[config.mk]
export PLATFORM = sky130hd
export DESIGN_NAME = rmc_top
export DESIGN_NICKNAME = d
export VERILOG_FILES = /design/src/design/rmc_pkg.sv /design/src/design/rmc_top.sv
export VERILOG_INCLUDE_DIRS = /design/src /design/src/design
export SDC_FILE = /design/constraint.sdc
export NUM_CORES = 2
export LEC_CHECK = 0
export ABC_AREA = 0
export CORE_MARGIN = 3
export CORE_UTILIZATION = 59
export CTS_CLUSTER_SIZE = 28
export DETAILED_ROUTE_END_ITERATION = 8
export DONT_BUFFER_PORTS = 1
export GPL_ROUTABILITY_DRIVEN = 0
export PLACE_DENSITY_LB_ADDON = 0.3
export SLEW_MARGIN = 25
export SYNTH_ARGS = -nofsm -noshare
export SYNTH_HDL_FRONTEND = slang
export SYNTH_SLANG_ARGS = --single-unit
[constraint.sdc]
create_clock -name pclk -period 5.6 [get_ports pclk]
set_input_delay 0.28 -clock pclk [delete_from_list [all_inputs] [get_ports pclk]]
set_output_delay 0.28 -clock pclk [all_outputs]
set_load 0.01 [all_outputs]
[src/design/rmc_map.svh]
// register offsets, field positions, encodings and reset values of the resource monitor
`ifndef RMC_MAP_SVH
`define RMC_MAP_SVH

// register byte offsets on the apb window
`define RMC_OFS_QSEL 12'h000
`define RMC_OFS_QEBX 12'h004
`define RMC_OFS_QECX 12'h008
`define RMC_OFS_QEDX 12'h00C
`define RMC_OFS_EVTSEL 12'h010
`define RMC_OFS_COUNTER 12'h014
`define RMC_OFS_ASSOC0 12'h020
`define RMC_ASSOC_STRIDE 12'h004

// feature query select fields
`define RMC_QSEL_LEAF_LSB 0
`define RMC_QSEL_SUB_LSB 8
`define RMC_LEAF_EXT 8'h07
`define RMC_LEAF_MON 8'h0F
`define RMC_SUB_BASE 8'h00
`define RMC_SUB_RES_L3 8'h01
`define RMC_FEAT_MON_BIT 12
`define RMC_RES_L3_BIT 1

// event select fields
`define RMC_EVT_CODE_LSB 0
`define RMC_EVT_TAG_LSB 16
`define RMC_EVT_TAG_W 10

// event codes
`define RMC_EVT_OCC 8'h01
`define RMC_EVT_TOT 8'h02
`define RMC_EVT_LOC 8'h03

// counter word flag positions
`define RMC_CTR_ERR_BIT 31
`define RMC_CTR_UNAV_BIT 30
`define RMC_CTR_OVF_BIT 29
`define RMC_CTR_DATA_W 29

// reset values
`define RMC_RST_WORD 32'h0000_0000

`endif

[src/design/rmc_pkg.sv]
// types shared by the resource monitor
package rmc_pkg;

    // one cycle of traffic from a thread, already in upscaling-factor units
    typedef struct packed {
        logic fill;
        logic bw_total;
        logic bw_local;
    } rmc_traffic_t;

    // flag and data view of the counter word
    typedef struct packed {
        logic err;
        logic unav;
        logic ovf;
        logic [28:0] data;
    } rmc_ctr_word_t;

endpackage

[src/design/rmc_top.sv]
// per-thread resource monitor: tag association, occupancy and bandwidth counters, apb readout
// Overview of operation
// accesses to monitor registers on unsupported platform answer with apb error
// leaf 7 subleaf 0 reports monitor support in ebx bit 12
// leaf 0xF subleaf 0 gives highest tag id in ebx, resources in edx
// resource subleaf gives highest id, event mask and upscaling factor
// every thread starts associated with tag id zero
// traffic is counted against the tag currently held for each thread
// writing tag and event code selects which counter the counter register shows
// error flag for tag above global maximum or unknown or unsupported code
// unavailable flag for tags above the resource's own count
// overflow flag set whenever the selected bandwidth counter wraps
// error clears by itself once selection is valid and no hold exists
// reading the counter register clears the overflow flag
// codes 0x2 and 0x3 select total and local bandwidth
// code 0x1 selects cache occupancy
// software discards data whenever any flag is set
// bandwidth counters run freely, reads never reset them
// counters count in upscaling-factor units
// occupancy drops on eviction even when no thread uses that tag
// software moves tags on context switch and migration
// counter register always follows latest select; data zero when error or unavailable is flagged
`timescale 1ns/1ps
`include "rmc_map.svh"
module rmc_top import rmc_pkg::*; #(
    parameter int NUM_THREADS = 4,
    parameter int NUM_IDS = 16,
    parameter int RES_IDS = 8,
    parameter int CTR_W = 24,
    parameter bit MON_SUP = 1'b1,
    parameter bit OCC_SUP = 1'b1,
    parameter bit BW_SUP = 1'b1,
    parameter bit OVF_SUP = 1'b1,
    parameter logic [31:0] UPSCALE = 32'h0000_E000,
    parameter int ID_W = $clog2(NUM_IDS)
) (
    input wire logic pclk,
    input wire logic presetn,
    input wire logic psel,
    input wire logic penable,
    input wire logic pwrite,
    input wire logic [11:0] paddr,
    input wire logic [31:0] pwdata,
    input wire logic [3:0] pstrb,
    output logic [31:0] prdata,
    output logic pready,
    output logic pslverr,
    input wire rmc_traffic_t [NUM_THREADS-1:0] thread_traffic,
    input wire logic evict_valid,
    input wire logic [ID_W-1:0] evict_tag,
    input wire logic monitor_hold,
    output logic [NUM_THREADS-1:0][ID_W-1:0] thread_tag
);
    localparam int INC_W = $clog2(NUM_THREADS + 1);
    localparam int TW = `RMC_EVT_TAG_W;

    logic pready_q, pslverr_q;
    logic [31:0] prdata_q;
    logic [15:0] qsel_q;
    logic [TW-1:0] evt_tag_q;
    logic [7:0] evt_code_q;
    logic [NUM_THREADS-1:0][ID_W-1:0] thread_tag_q;
    logic [NUM_THREADS-1:0] assoc_wr_q;
    logic [CTR_W-1:0] occ_q [NUM_IDS];
    logic [CTR_W-1:0] tot_q [NUM_IDS];
    logic [CTR_W-1:0] loc_q [NUM_IDS];
    logic [CTR_W-1:0] occ_d [NUM_IDS];
    logic [CTR_W-1:0] tot_d [NUM_IDS];
    logic [CTR_W-1:0] loc_d [NUM_IDS];
    logic [NUM_IDS-1:0] tot_c, loc_c, ovf_tot_q, ovf_loc_q;
    logic [INC_W-1:0] occ_inc [NUM_IDS];
    logic [INC_W-1:0] tot_inc [NUM_IDS];
    logic [INC_W-1:0] loc_inc [NUM_IDS];
    logic [31:0] rd_mux, q_ebx, q_ecx, q_edx;
    logic hit, mon_reg, fault, done, wr_ok, ctr_read;
    logic code_occ, code_tot, code_loc, code_ok, id_ok;
    logic [ID_W-1:0] sel;
    rmc_ctr_word_t ctr_word;
    logic [31:0] qsel_wd, evt_wd;
    logic [31:0] assoc_wd [NUM_THREADS];

    // byte-lane merge so narrow apb4 writes touch only their lanes
    function automatic logic [31:0] merge(input logic [31:0] old, input logic [31:0] wd,
                                          input logic [3:0] strb);
        logic [31:0] m;
        m = {{8{strb[3]}}, {8{strb[2]}}, {8{strb[1]}}, {8{strb[0]}}};
        return (old & ~m) | (wd & m);
    endfunction

    assign done = psel & penable & pready_q;
    assign wr_ok = done & pwrite & hit & ~fault;
    assign fault = mon_reg & ~MON_SUP;
    assign ctr_read = done & ~pwrite & ~fault & (paddr == `RMC_OFS_COUNTER);
    assign pready = pready_q;
    assign pslverr = pready_q & pslverr_q;
    assign prdata = prdata_q;
    assign thread_tag = thread_tag_q;

    // merged write words, one per writable register, so lanes outside pstrb keep old bits
    assign qsel_wd = merge({16'h0000, qsel_q}, pwdata, pstrb);
    assign evt_wd = merge({6'h00, evt_tag_q, 8'h00, evt_code_q}, pwdata, pstrb);
    always_comb begin
        for (int t = 0; t < NUM_THREADS; t++) begin
            assoc_wd[t] = merge(32'(thread_tag_q[t]), pwdata, pstrb);
        end
    end

    // feature query answers, computed from the query select
    always_comb begin
        q_ebx = '0;
        q_ecx = '0;
        q_edx = '0;
        if (qsel_q[7:0] == `RMC_LEAF_EXT && qsel_q[15:8] == `RMC_SUB_BASE) begin
            q_ebx[`RMC_FEAT_MON_BIT] = MON_SUP;
        end else if (MON_SUP && qsel_q[7:0] == `RMC_LEAF_MON) begin
            if (qsel_q[15:8] == `RMC_SUB_BASE) begin
                q_ebx = 32'(NUM_IDS - 1);
                q_edx[`RMC_RES_L3_BIT] = OCC_SUP | BW_SUP;
            end else if (qsel_q[15:8] == `RMC_SUB_RES_L3) begin
                q_ebx = UPSCALE;
                q_ecx = 32'(RES_IDS - 1);
                q_edx = {29'h0000_0000, BW_SUP, BW_SUP, OCC_SUP};
            end
        end
    end

    // event decode and counter word; data zeroed when it could mislead
    always_comb begin
        code_occ = OCC_SUP && evt_code_q == `RMC_EVT_OCC;
        code_tot = BW_SUP && evt_code_q == `RMC_EVT_TOT;
        code_loc = BW_SUP && evt_code_q == `RMC_EVT_LOC;
        code_ok = code_occ | code_tot | code_loc;
        id_ok = evt_tag_q < TW'(NUM_IDS);
        sel = evt_tag_q[ID_W-1:0];
        ctr_word = '0;
        ctr_word.err = ~code_ok | ~id_ok | monitor_hold;
        ctr_word.unav = id_ok & (evt_tag_q >= TW'(RES_IDS));
        if (!ctr_word.err && !ctr_word.unav) begin

            if (code_occ) begin
                ctr_word.data = 29'(occ_q[sel]);
            end else if (code_tot) begin
                ctr_word.data = 29'(tot_q[sel]);
            end else begin
                ctr_word.data = 29'(loc_q[sel]);
            end
            ctr_word.ovf = OVF_SUP & ((code_tot & ovf_tot_q[sel]) | (code_loc & ovf_loc_q[sel]));
        end
    end

    // address decode and read mux
    always_comb begin
        hit = 1'b1;
        mon_reg = 1'b1;
        rd_mux = `RMC_RST_WORD;
        unique case (paddr)
            `RMC_OFS_QSEL: begin
                mon_reg = 1'b0;
                rd_mux = {16'h0000, qsel_q};
            end
            `RMC_OFS_QEBX: begin
                mon_reg = 1'b0;
                rd_mux = q_ebx;
            end
            `RMC_OFS_QECX: begin
                mon_reg = 1'b0;
                rd_mux = q_ecx;
            end
            `RMC_OFS_QEDX: begin
                mon_reg = 1'b0;
                rd_mux = q_edx;
            end
            `RMC_OFS_EVTSEL: rd_mux = {6'h00, evt_tag_q, 8'h00, evt_code_q};
            `RMC_OFS_COUNTER: rd_mux = ctr_word;
            default: begin
                hit = 1'b0;
                mon_reg = 1'b0;
                for (int t = 0; t < NUM_THREADS; t++) begin
                    if (paddr == 12'(`RMC_OFS_ASSOC0 + `RMC_ASSOC_STRIDE * t)) begin
                        hit = 1'b1;
                        mon_reg = 1'b1;
                        rd_mux = 32'(thread_tag_q[t]);
                    end
                end
            end
        endcase
        if (fault) begin
            rd_mux = `RMC_RST_WORD;
        end
    end

    // apb answer: one wait state, data and error caught in the first access cycle
    always_ff @(posedge pclk or negedge presetn) begin
        if (!presetn) begin
            pready_q <= 1'b0;
            pslverr_q <= 1'b0;
            prdata_q <= `RMC_RST_WORD;
        end else if (psel && penable && !pready_q) begin
            pready_q <= 1'b1;
            pslverr_q <= ~hit | fault;
            prdata_q <= pwrite ? `RMC_RST_WORD : rd_mux;
        end else begin
            pready_q <= 1'b0;
            pslverr_q <= 1'b0;
        end
    end

    // query select and event select, written only at the completing edge
    always_ff @(posedge pclk or negedge presetn) begin
        if (!presetn) begin
            qsel_q <= '0;
            evt_tag_q <= '0;
            evt_code_q <= '0;
        end else if (wr_ok && paddr == `RMC_OFS_QSEL) begin
            qsel_q <= qsel_wd[15:0];
        end else if (wr_ok && paddr == `RMC_OFS_EVTSEL) begin
            evt_tag_q <= evt_wd[25:16];
            evt_code_q <= evt_wd[7:0];
        end
    end

    // per-thread tag association; upper tag bits beyond the id range are dropped
    always_ff @(posedge pclk or negedge presetn) begin
        if (!presetn) begin
            thread_tag_q <= '0;
            assoc_wr_q <= '0;
        end else begin
            for (int t = 0; t < NUM_THREADS; t++) begin
                if (wr_ok && paddr == 12'(`RMC_OFS_ASSOC0 + `RMC_ASSOC_STRIDE * t)) begin
                    thread_tag_q[t] <= assoc_wd[t][ID_W-1:0];
                    assoc_wr_q[t] <= 1'b1;
                end
            end
        end
    end

    // per-tag increments summed over all threads sharing a tag
    always_comb begin
        for (int i = 0; i < NUM_IDS; i++) begin
            occ_inc[i] = '0;
            tot_inc[i] = '0;
            loc_inc[i] = '0;
            for (int t = 0; t < NUM_THREADS; t++) begin
                if (thread_tag_q[t] == ID_W'(i)) begin

                    occ_inc[i] = occ_inc[i] + INC_W'(thread_traffic[t].fill);
                    tot_inc[i] = tot_inc[i] + INC_W'(thread_traffic[t].bw_total);
                    loc_inc[i] = loc_inc[i] + INC_W'(thread_traffic[t].bw_local);
                end
            end
        end
    end

    // next counter values; occupancy clamps, bandwidth wraps with a carry
    always_comb begin
        for (int i = 0; i < NUM_IDS; i++) begin
            logic [CTR_W:0] up;
            logic dec;
            up = {1'b0, occ_q[i]} + (CTR_W+1)'(occ_inc[i]);
            dec = evict_valid && evict_tag == ID_W'(i);
            if (dec && up != '0) begin
                up = up - (CTR_W+1)'(1);
            end
            occ_d[i] = up[CTR_W] ? {CTR_W{1'b1}} : up[CTR_W-1:0];
            {tot_c[i], tot_d[i]} = {1'b0, tot_q[i]} + (CTR_W+1)'(tot_inc[i]);
            {loc_c[i], loc_d[i]} = {1'b0, loc_q[i]} + (CTR_W+1)'(loc_inc[i]);
        end
    end

    // occupancy counters follow residency, not scheduling
    always_ff @(posedge pclk or negedge presetn) begin
        if (!presetn) begin
            for (int i = 0; i < NUM_IDS; i++) begin
                occ_q[i] <= '0;
            end
        end else begin
            for (int i = 0; i < NUM_IDS; i++) begin
                occ_q[i] <= occ_d[i];
            end
        end
    end

    // bandwidth counters never see the bus, so reads cannot disturb them
    always_ff @(posedge pclk or negedge presetn) begin
        if (!presetn) begin
            for (int i = 0; i < NUM_IDS; i++) begin
                tot_q[i] <= '0;
                loc_q[i] <= '0;
            end
        end else begin
            for (int i = 0; i < NUM_IDS; i++) begin
                tot_q[i] <= tot_d[i];
                loc_q[i] <= loc_d[i];
            end
        end
    end

    // overflow flags: a wrap in the clearing cycle wins over the read clear
    always_ff @(posedge pclk or negedge presetn) begin
        if (!presetn) begin
            ovf_tot_q <= '0;
            ovf_loc_q <= '0;
        end else begin
            for (int i = 0; i < NUM_IDS; i++) begin
                if (tot_c[i]) begin
                    ovf_tot_q[i] <= OVF_SUP;
                end else if (ctr_read && code_tot && id_ok && sel == ID_W'(i)) begin
                    ovf_tot_q[i] <= 1'b0;
                end
                if (loc_c[i]) begin
                    ovf_loc_q[i] <= OVF_SUP;
                end else if (ctr_read && code_loc && id_ok && sel == ID_W'(i)) begin
                    ovf_loc_q[i] <= 1'b0;
                end
            end
        end
    end
endmodule

[After elaboration in Yosys (flattened, before gate mapping)]
Index checks and enable logic that the tools add are counted.
Operators by class
  multipliers: 0
  bitwise operators: 35
  magnitude comparators: 4
  mux-type cells: 332
  shifts and indexed selects: 0
  reductions and logical operators: 139
  $add $sub $neg: 208
  equality and inequality tests: 105
  div/mod/pow operators: 0
Operators with widths (count)
  $add A24 B3 Y25: 48
  $mux W24: 24
  $mux W3: 146
  $add A3 B1 Y3: 139
  $mux W25: 16
  $reduce_bool A25 Y1: 16
  $sub A25 B1 Y25 const B: 16
  $bmux W24 S4: 3
  $eq A4 B4 Y1 const B: 48
  $mux W32: 6
  $pmux W32 S6: 1
  $mux W1: 125
  $eq A4 B3 Y1 const B: 24
  $logic_and A1 B1 Y1: 78
  $reduce_bool A2 Y1: 32
  $and A26 B26 Y26: 2
  $eq A12 B6 Y1 const B: 4
  $eq A4 B2 Y1 const B: 12
  $mux W16: 3
  $mux W30: 1
  $not A26 Y26: 1
  $or A26 B26 Y26: 1
  $eq A12 B4 Y1 const B: 2
  $eq A12 B5 Y1 const B: 2
  30 further kinds: 73
Storage, ports and cells
  latch bits: 0
  bits of input ports: 71
  bits in writable memories: 0
  word-level logic and storage cells: 913
  flip-flop bits (word level): 1268
  ROM bits: 0
  output and inout port bits: 50
  memories kept: 0

[Depth between registers and ports, before layout]
  depth after elaboration: 13
  depth in mapped cells: 29
  gate-level depth less buffers: 24

[Least setup slack after synthesis]
OpenSTA, ideal clock, no wires.
  path kind: register -> register
  start: reg with a tool-made name
  end: reg occ_q[50] (netlist bit)
  cell stages (with the launch flop): 28
  period minus slack after synthesis: 6.127 ns
  path slack: -0.527 ns
  setup time: 0.128 ns
  buffers on the path: 5
  data required time: 5.472 ns
  arrival: 5.999 ns
  cell sequence: dfrtp_1 nor2b_1 clkbuf_1 nor2b_1 nand2_1 inv_1 ha_1 nand2_1 o21ai_0 ha_1 mux2_2 ha_1 ha_1 mux2_2 fa_1 a21o_1 and4_4 buf_6 nand2_2 xnor2_1 or4_1 buf_2 or2_1 buf_6 or4_4 mux2i_4 buf_6 nand3_2
RTL lines
  end signal, assigned by index: line rmc_top.sv:278  | occ_q[i] <= occ_d[i];
  end, declared: line rmc_top.sv:64  | logic [CTR_W-1:0] occ_q [NUM_IDS];

==> parameters.txt <==
Parameter                              Value

Clock network
  Number of buffers created by CTS ... between 100 and 150
  Skew-Pair Late Insertion Delay ... 0.82 ns
  Max Buffers Root-to-Sink ... 3
  Clock edge transition at the registers on the reported setup and hold paths ... 0.07 ns
  # H-tree levels ... 4
  Clock Sink Count ... around 1300
  Clock tree from TritonCTS ... done
  Root Buffer ... sky130_fd_sc_hd__clkbuf_16

Timing
  Tightest slew margin relative to the limit ... 0.264
  Post-route clock skew ... 0.0381 ns
  Setup repair after global routing missed its margin ... yes
  Fin Setup TNS ... -17.34 ns
  Fin Hold WS ... about 0.02 ns
  Final hold violation count ... 0
  Final setup slack of the worst path ... -0.249 ns
  Share of the clock period used by the worst path ... 1.04
  Fin. max-slew vios ... 0
  Highest attainable clock frequency ... around 170 MHz
  Minimum clock period after layout ... 5.85 ns
  Measured slew at the worst slew-check pin ... 1.10 ns
  Number of setup violations in the final report ... 191

Power
  Power density of the placed cells ... around 290 nW/um2
  IR drop worst, VDD ... 0.316 mV
  Post-route total power ... 31.1 mW
  Static Leak ... 49.1 nW

Critical path
  Slowest stage cell on the critical path ... sky130_fd_sc_hd__or4_4
  Classification of the worst setup path ... register to register
  Category of the worst setup path launch point ... register
  Worst stage delay on the critical path ... 0.54 ns
  Crit-path most repeated cell ... sky130_fd_sc_hd__buf_6
  Number of cells on the worst reg-to-reg path ... 29
  Kind of capture point of the worst setup path ... register
  Crit path DAT ... about 6.5 ns
  Crit path max fanout ... 6
  Required time at the worst-slack endpoint ... 6.29 ns

Global route
  Maximum number of pins on one net before global-route repair ... 172
  Overall track demand over capacity in global routing ... 0.352
  Vias in the first global route ... ~76000
  Total global routing overflow ... 0
  Antenna violations before repair ... 20
  Wire length of the first global-routing pass ... 424000 um

Routing
  WL/cell ... 24.2 um
  Remaining antenna violation count after routing ... 0
  Post-detailed-route via-to-cell ratio ... 6.66
  Via total after detailed routing ... slightly below 80000
  DRC marker count from the first detailed-route iteration ... 9763
  Number of detailed-routing iterations run before antenna repair ... 7
  Post-route DRC ... 0
  DRT Wirelength ... 289000 um

Synth
  Syn Inst Count ... between 9000 and 10000
  Yosys reg bits ... 1265
  Synth Cell Area ... 87500 um2
  Synthesized area divided by synthesized cell count ... 9.69 um2
  Share of the yosys chip area belonging to registers ... 0.362
  Count of distinct cell types in the synthesized netlist ... between 100 and 150
  Fraction of registers with async set or reset after synthesis ... 1.00
  EDFF count, synth ... 0
  Total of warnings raised by yosys ... 0
  Primary flip-flop cell chosen by synthesis mapping ... sky130_fd_sc_hd__dfrtp_1

Floorplan
  Core Footprint ... 146000 um2
  Area of the die ... 153000 um2
  Horizontal die dimension ... between 300 and 400 um
  Row Count ... 140
  Overall die height ... 391 um
  Number of I/O pins ... between 100 and 150
  Initial core utilization ... 0.598

Status
  Outcome ... complete, but fails checks
  Failing checks ... negative setup slack

Finish
  Most common library cell in the layout ignoring fill and taps ... sky130_fd_sc_hd__nand2_1
  Non-filler cells, final ... 11925
  Commonest cells after routing, fill and taps aside ... sky130_fd_sc_hd__nand2_1 (1293), sky130_fd_sc_hd__dfrtp_1 (1257), sky130_fd_sc_hd__xnor2_1 (858), sky130_fd_sc_hd__buf_4 (858), sky130_fd_sc_hd__nand3_1 (460)
  Final #Nets ... about 10000
  FILL cells ... 9411
  Area overhead of the layout relative to synthesis ... 21.9%
  Layout cells sized above 1 ... 0.238

Placed design
  Post-placement cell count ... 11409
  Count of buffers from port buffering ... 0
  DPL Wire Length ... 202000 um
  Pre-CTS setup slack ... -0.468 ns

Job
  Max Cap Violations ... 0

Hold path
  Worst min path class ... input pin to register
  Worst Hold Depth ... 3
## logic make-up after synthesis
kind of cell / synth area share
and+or+nand+nor: 0.216
other: 0.0000429
xor gates and xnor gates: 0.135
AOI/OAI and AO/OA: 0.0800
muxes: 0.113
adders and majority gates: 0.0705
buffers and inverters: 0.0247
DFF: 0.362
## synth_stat cells, types with 16 or more instances
| library cell | number | area share |
|---|---|---|
| sky130_fd_sc_hd__or3_1 | 69 | 0.0049 |
| sky130_fd_sc_hd__o22ai_1 | 24 | 0.0017 |
| sky130_fd_sc_hd__and4_1 | 93 | 0.0093 |
| sky130_fd_sc_hd__o21a_1 | 26 | 0.0022 |
| sky130_fd_sc_hd__dfrtp_1 | 1265 | 0.36 |
| sky130_fd_sc_hd__o211ai_1 | 41 | 0.0035 |
| sky130_fd_sc_hd__or4_1 | 33 | 0.0028 |
| sky130_fd_sc_hd__buf_2 | 37 | 0.0021 |
| sky130_fd_sc_hd__clkbuf_1 | 254 | 0.011 |
| sky130_fd_sc_hd__nand2b_1 | 80 | 0.0057 |
| sky130_fd_sc_hd__or2_2 | 38 | 0.0027 |
| sky130_fd_sc_hd__nor4_1 | 143 | 0.010 |
| sky130_fd_sc_hd__nor4b_1 | 22 | 0.0022 |
| sky130_fd_sc_hd__nor2_1 | 482 | 0.021 |
| sky130_fd_sc_hd__buf_1 | 38 | 0.0016 |
| sky130_fd_sc_hd__a21o_1 | 93 | 0.0080 |
| sky130_fd_sc_hd__xnor2_1 | 876 | 0.088 |
| sky130_fd_sc_hd__fa_1 | 48 | 0.011 |
| sky130_fd_sc_hd__o21ai_0 | 294 | 0.017 |
| sky130_fd_sc_hd__a21oi_1 | 183 | 0.010 |
| sky130_fd_sc_hd__nor3_1 | 300 | 0.017 |
| sky130_fd_sc_hd__and2_1 | 48 | 0.0034 |
| sky130_fd_sc_hd__o31a_1 | 19 | 0.0019 |
| sky130_fd_sc_hd__nand2_1 | 1331 | 0.057 |
| sky130_fd_sc_hd__mux2i_1 | 76 | 0.0087 |
| sky130_fd_sc_hd__mux2_2 | 168 | 0.022 |
| sky130_fd_sc_hd__nand3b_1 | 20 | 0.0017 |
| sky130_fd_sc_hd__nand3_1 | 482 | 0.028 |
| sky130_fd_sc_hd__nor3b_1 | 33 | 0.0028 |
| sky130_fd_sc_hd__nand4_1 | 224 | 0.016 |
| sky130_fd_sc_hd__nor2b_1 | 60 | 0.0043 |
| sky130_fd_sc_hd__a31oi_1 | 55 | 0.0039 |
| sky130_fd_sc_hd__inv_1 | 205 | 0.0088 |
| sky130_fd_sc_hd__xor2_1 | 470 | 0.047 |
| sky130_fd_sc_hd__ha_1 | 416 | 0.059 |
| sky130_fd_sc_hd__a211o_1 | 16 | 0.0016 |
| sky130_fd_sc_hd__mux4_2 | 319 | 0.082 |
| sky130_fd_sc_hd__and3_1 | 260 | 0.019 |
| sky130_fd_sc_hd__a2111oi_0 | 23 | 0.0023 |
| sky130_fd_sc_hd__a211oi_1 | 66 | 0.0057 |
| sky130_fd_sc_hd__o31ai_1 | 31 | 0.0027 |
## layer usage
metal  track usage  part of all wire
met1         0.468              0.37
met2         0.540              0.45
met3        0.0965              0.12
met4         0.160             0.056
met5             0           0.00056
## where the power goes
part | leakage (nW) | internal (mW) | switching [mW] | total, mW
clock network | 2.52 | 6.13 | 4.23 | 10.4
logic | 29.3 | 4.11 | 4.76 | 8.87
registers | 17.2 | 10.0 | 1.88 | 11.9
total | 49.1 | 20.2 | 10.9 | 31.1
## through the flow
step           utilization  cell area [um2]
2_1_floorplan            -            87900
3_3_place_gp         0.650            95100
3_5_place_dp         0.650            95100
4_1_cts              0.694           102000
5_1_grt              0.728           107000
6_report             0.728           107000
## critical path, delay by kind of cell (launching register included)
kind,cells,cell delay (ns)
buf+inv,9,1.20
fa+ha+maj,5,1.16
compound gates,6,1.02
simple gates,5,0.91
mux,3,0.85
flops,1,0.44
xor+xnor,1,0.16
## area by class of cell
type | instances | area [um2] | area share
Multi-Input combinational cell | 7221 | 57800 | 0.542
Inverter | 205 | 772 | 0.00724
Clock buffer | 192 | 4090 | 0.0383
Tap cell | 1917 | 2400 | 0.0225
Timing Repair Buffer | 1044 | 8780 | 0.0823
Clock inverter | 73 | 1120 | 0.0105
Antenna cell | 8 | 20.0 | 0.000188
Sequential cell | 1265 | 31700 | 0.297
## state kept, by name, summed over array words and instances (netlist names), named ones only
signal,cells
loc_q,384
occ_q,384
ovf_loc_q,16
ovf_tot_q,16
prdata,29
pready,1
pslverr_q,1
tot_q,384
## worst paths after layout
| check | startpoint | end | slack, ns |
|---|---|---|---|
| worst max-delay path | register | occ_q[175] | -0.25 |
| worst min-delay path | evict_tag[2] | occ_q[217] | 0.02 |
| worst max register to register | register | occ_q[175] | -0.25 |
| worst min register to register | tot_q[47] | tot_q[47] | 0.48 |
| max in group asynchronous | presetn | asynchronous set/reset pin | 3.95 |
| min in group asynchronous | presetn | occ_q[79] | 0.09 |
## repair_timing
item                       in CTS  in global routing
pin swaps                      13                286
setup endpoints to repair     336                384
setup buffers                  23                143
gates cloned                    1                 18
gates resized for setup       105                793
hold buffers                   59                  0
hold endpoints to repair      204                  0
(Power assumes the default switching activity.)
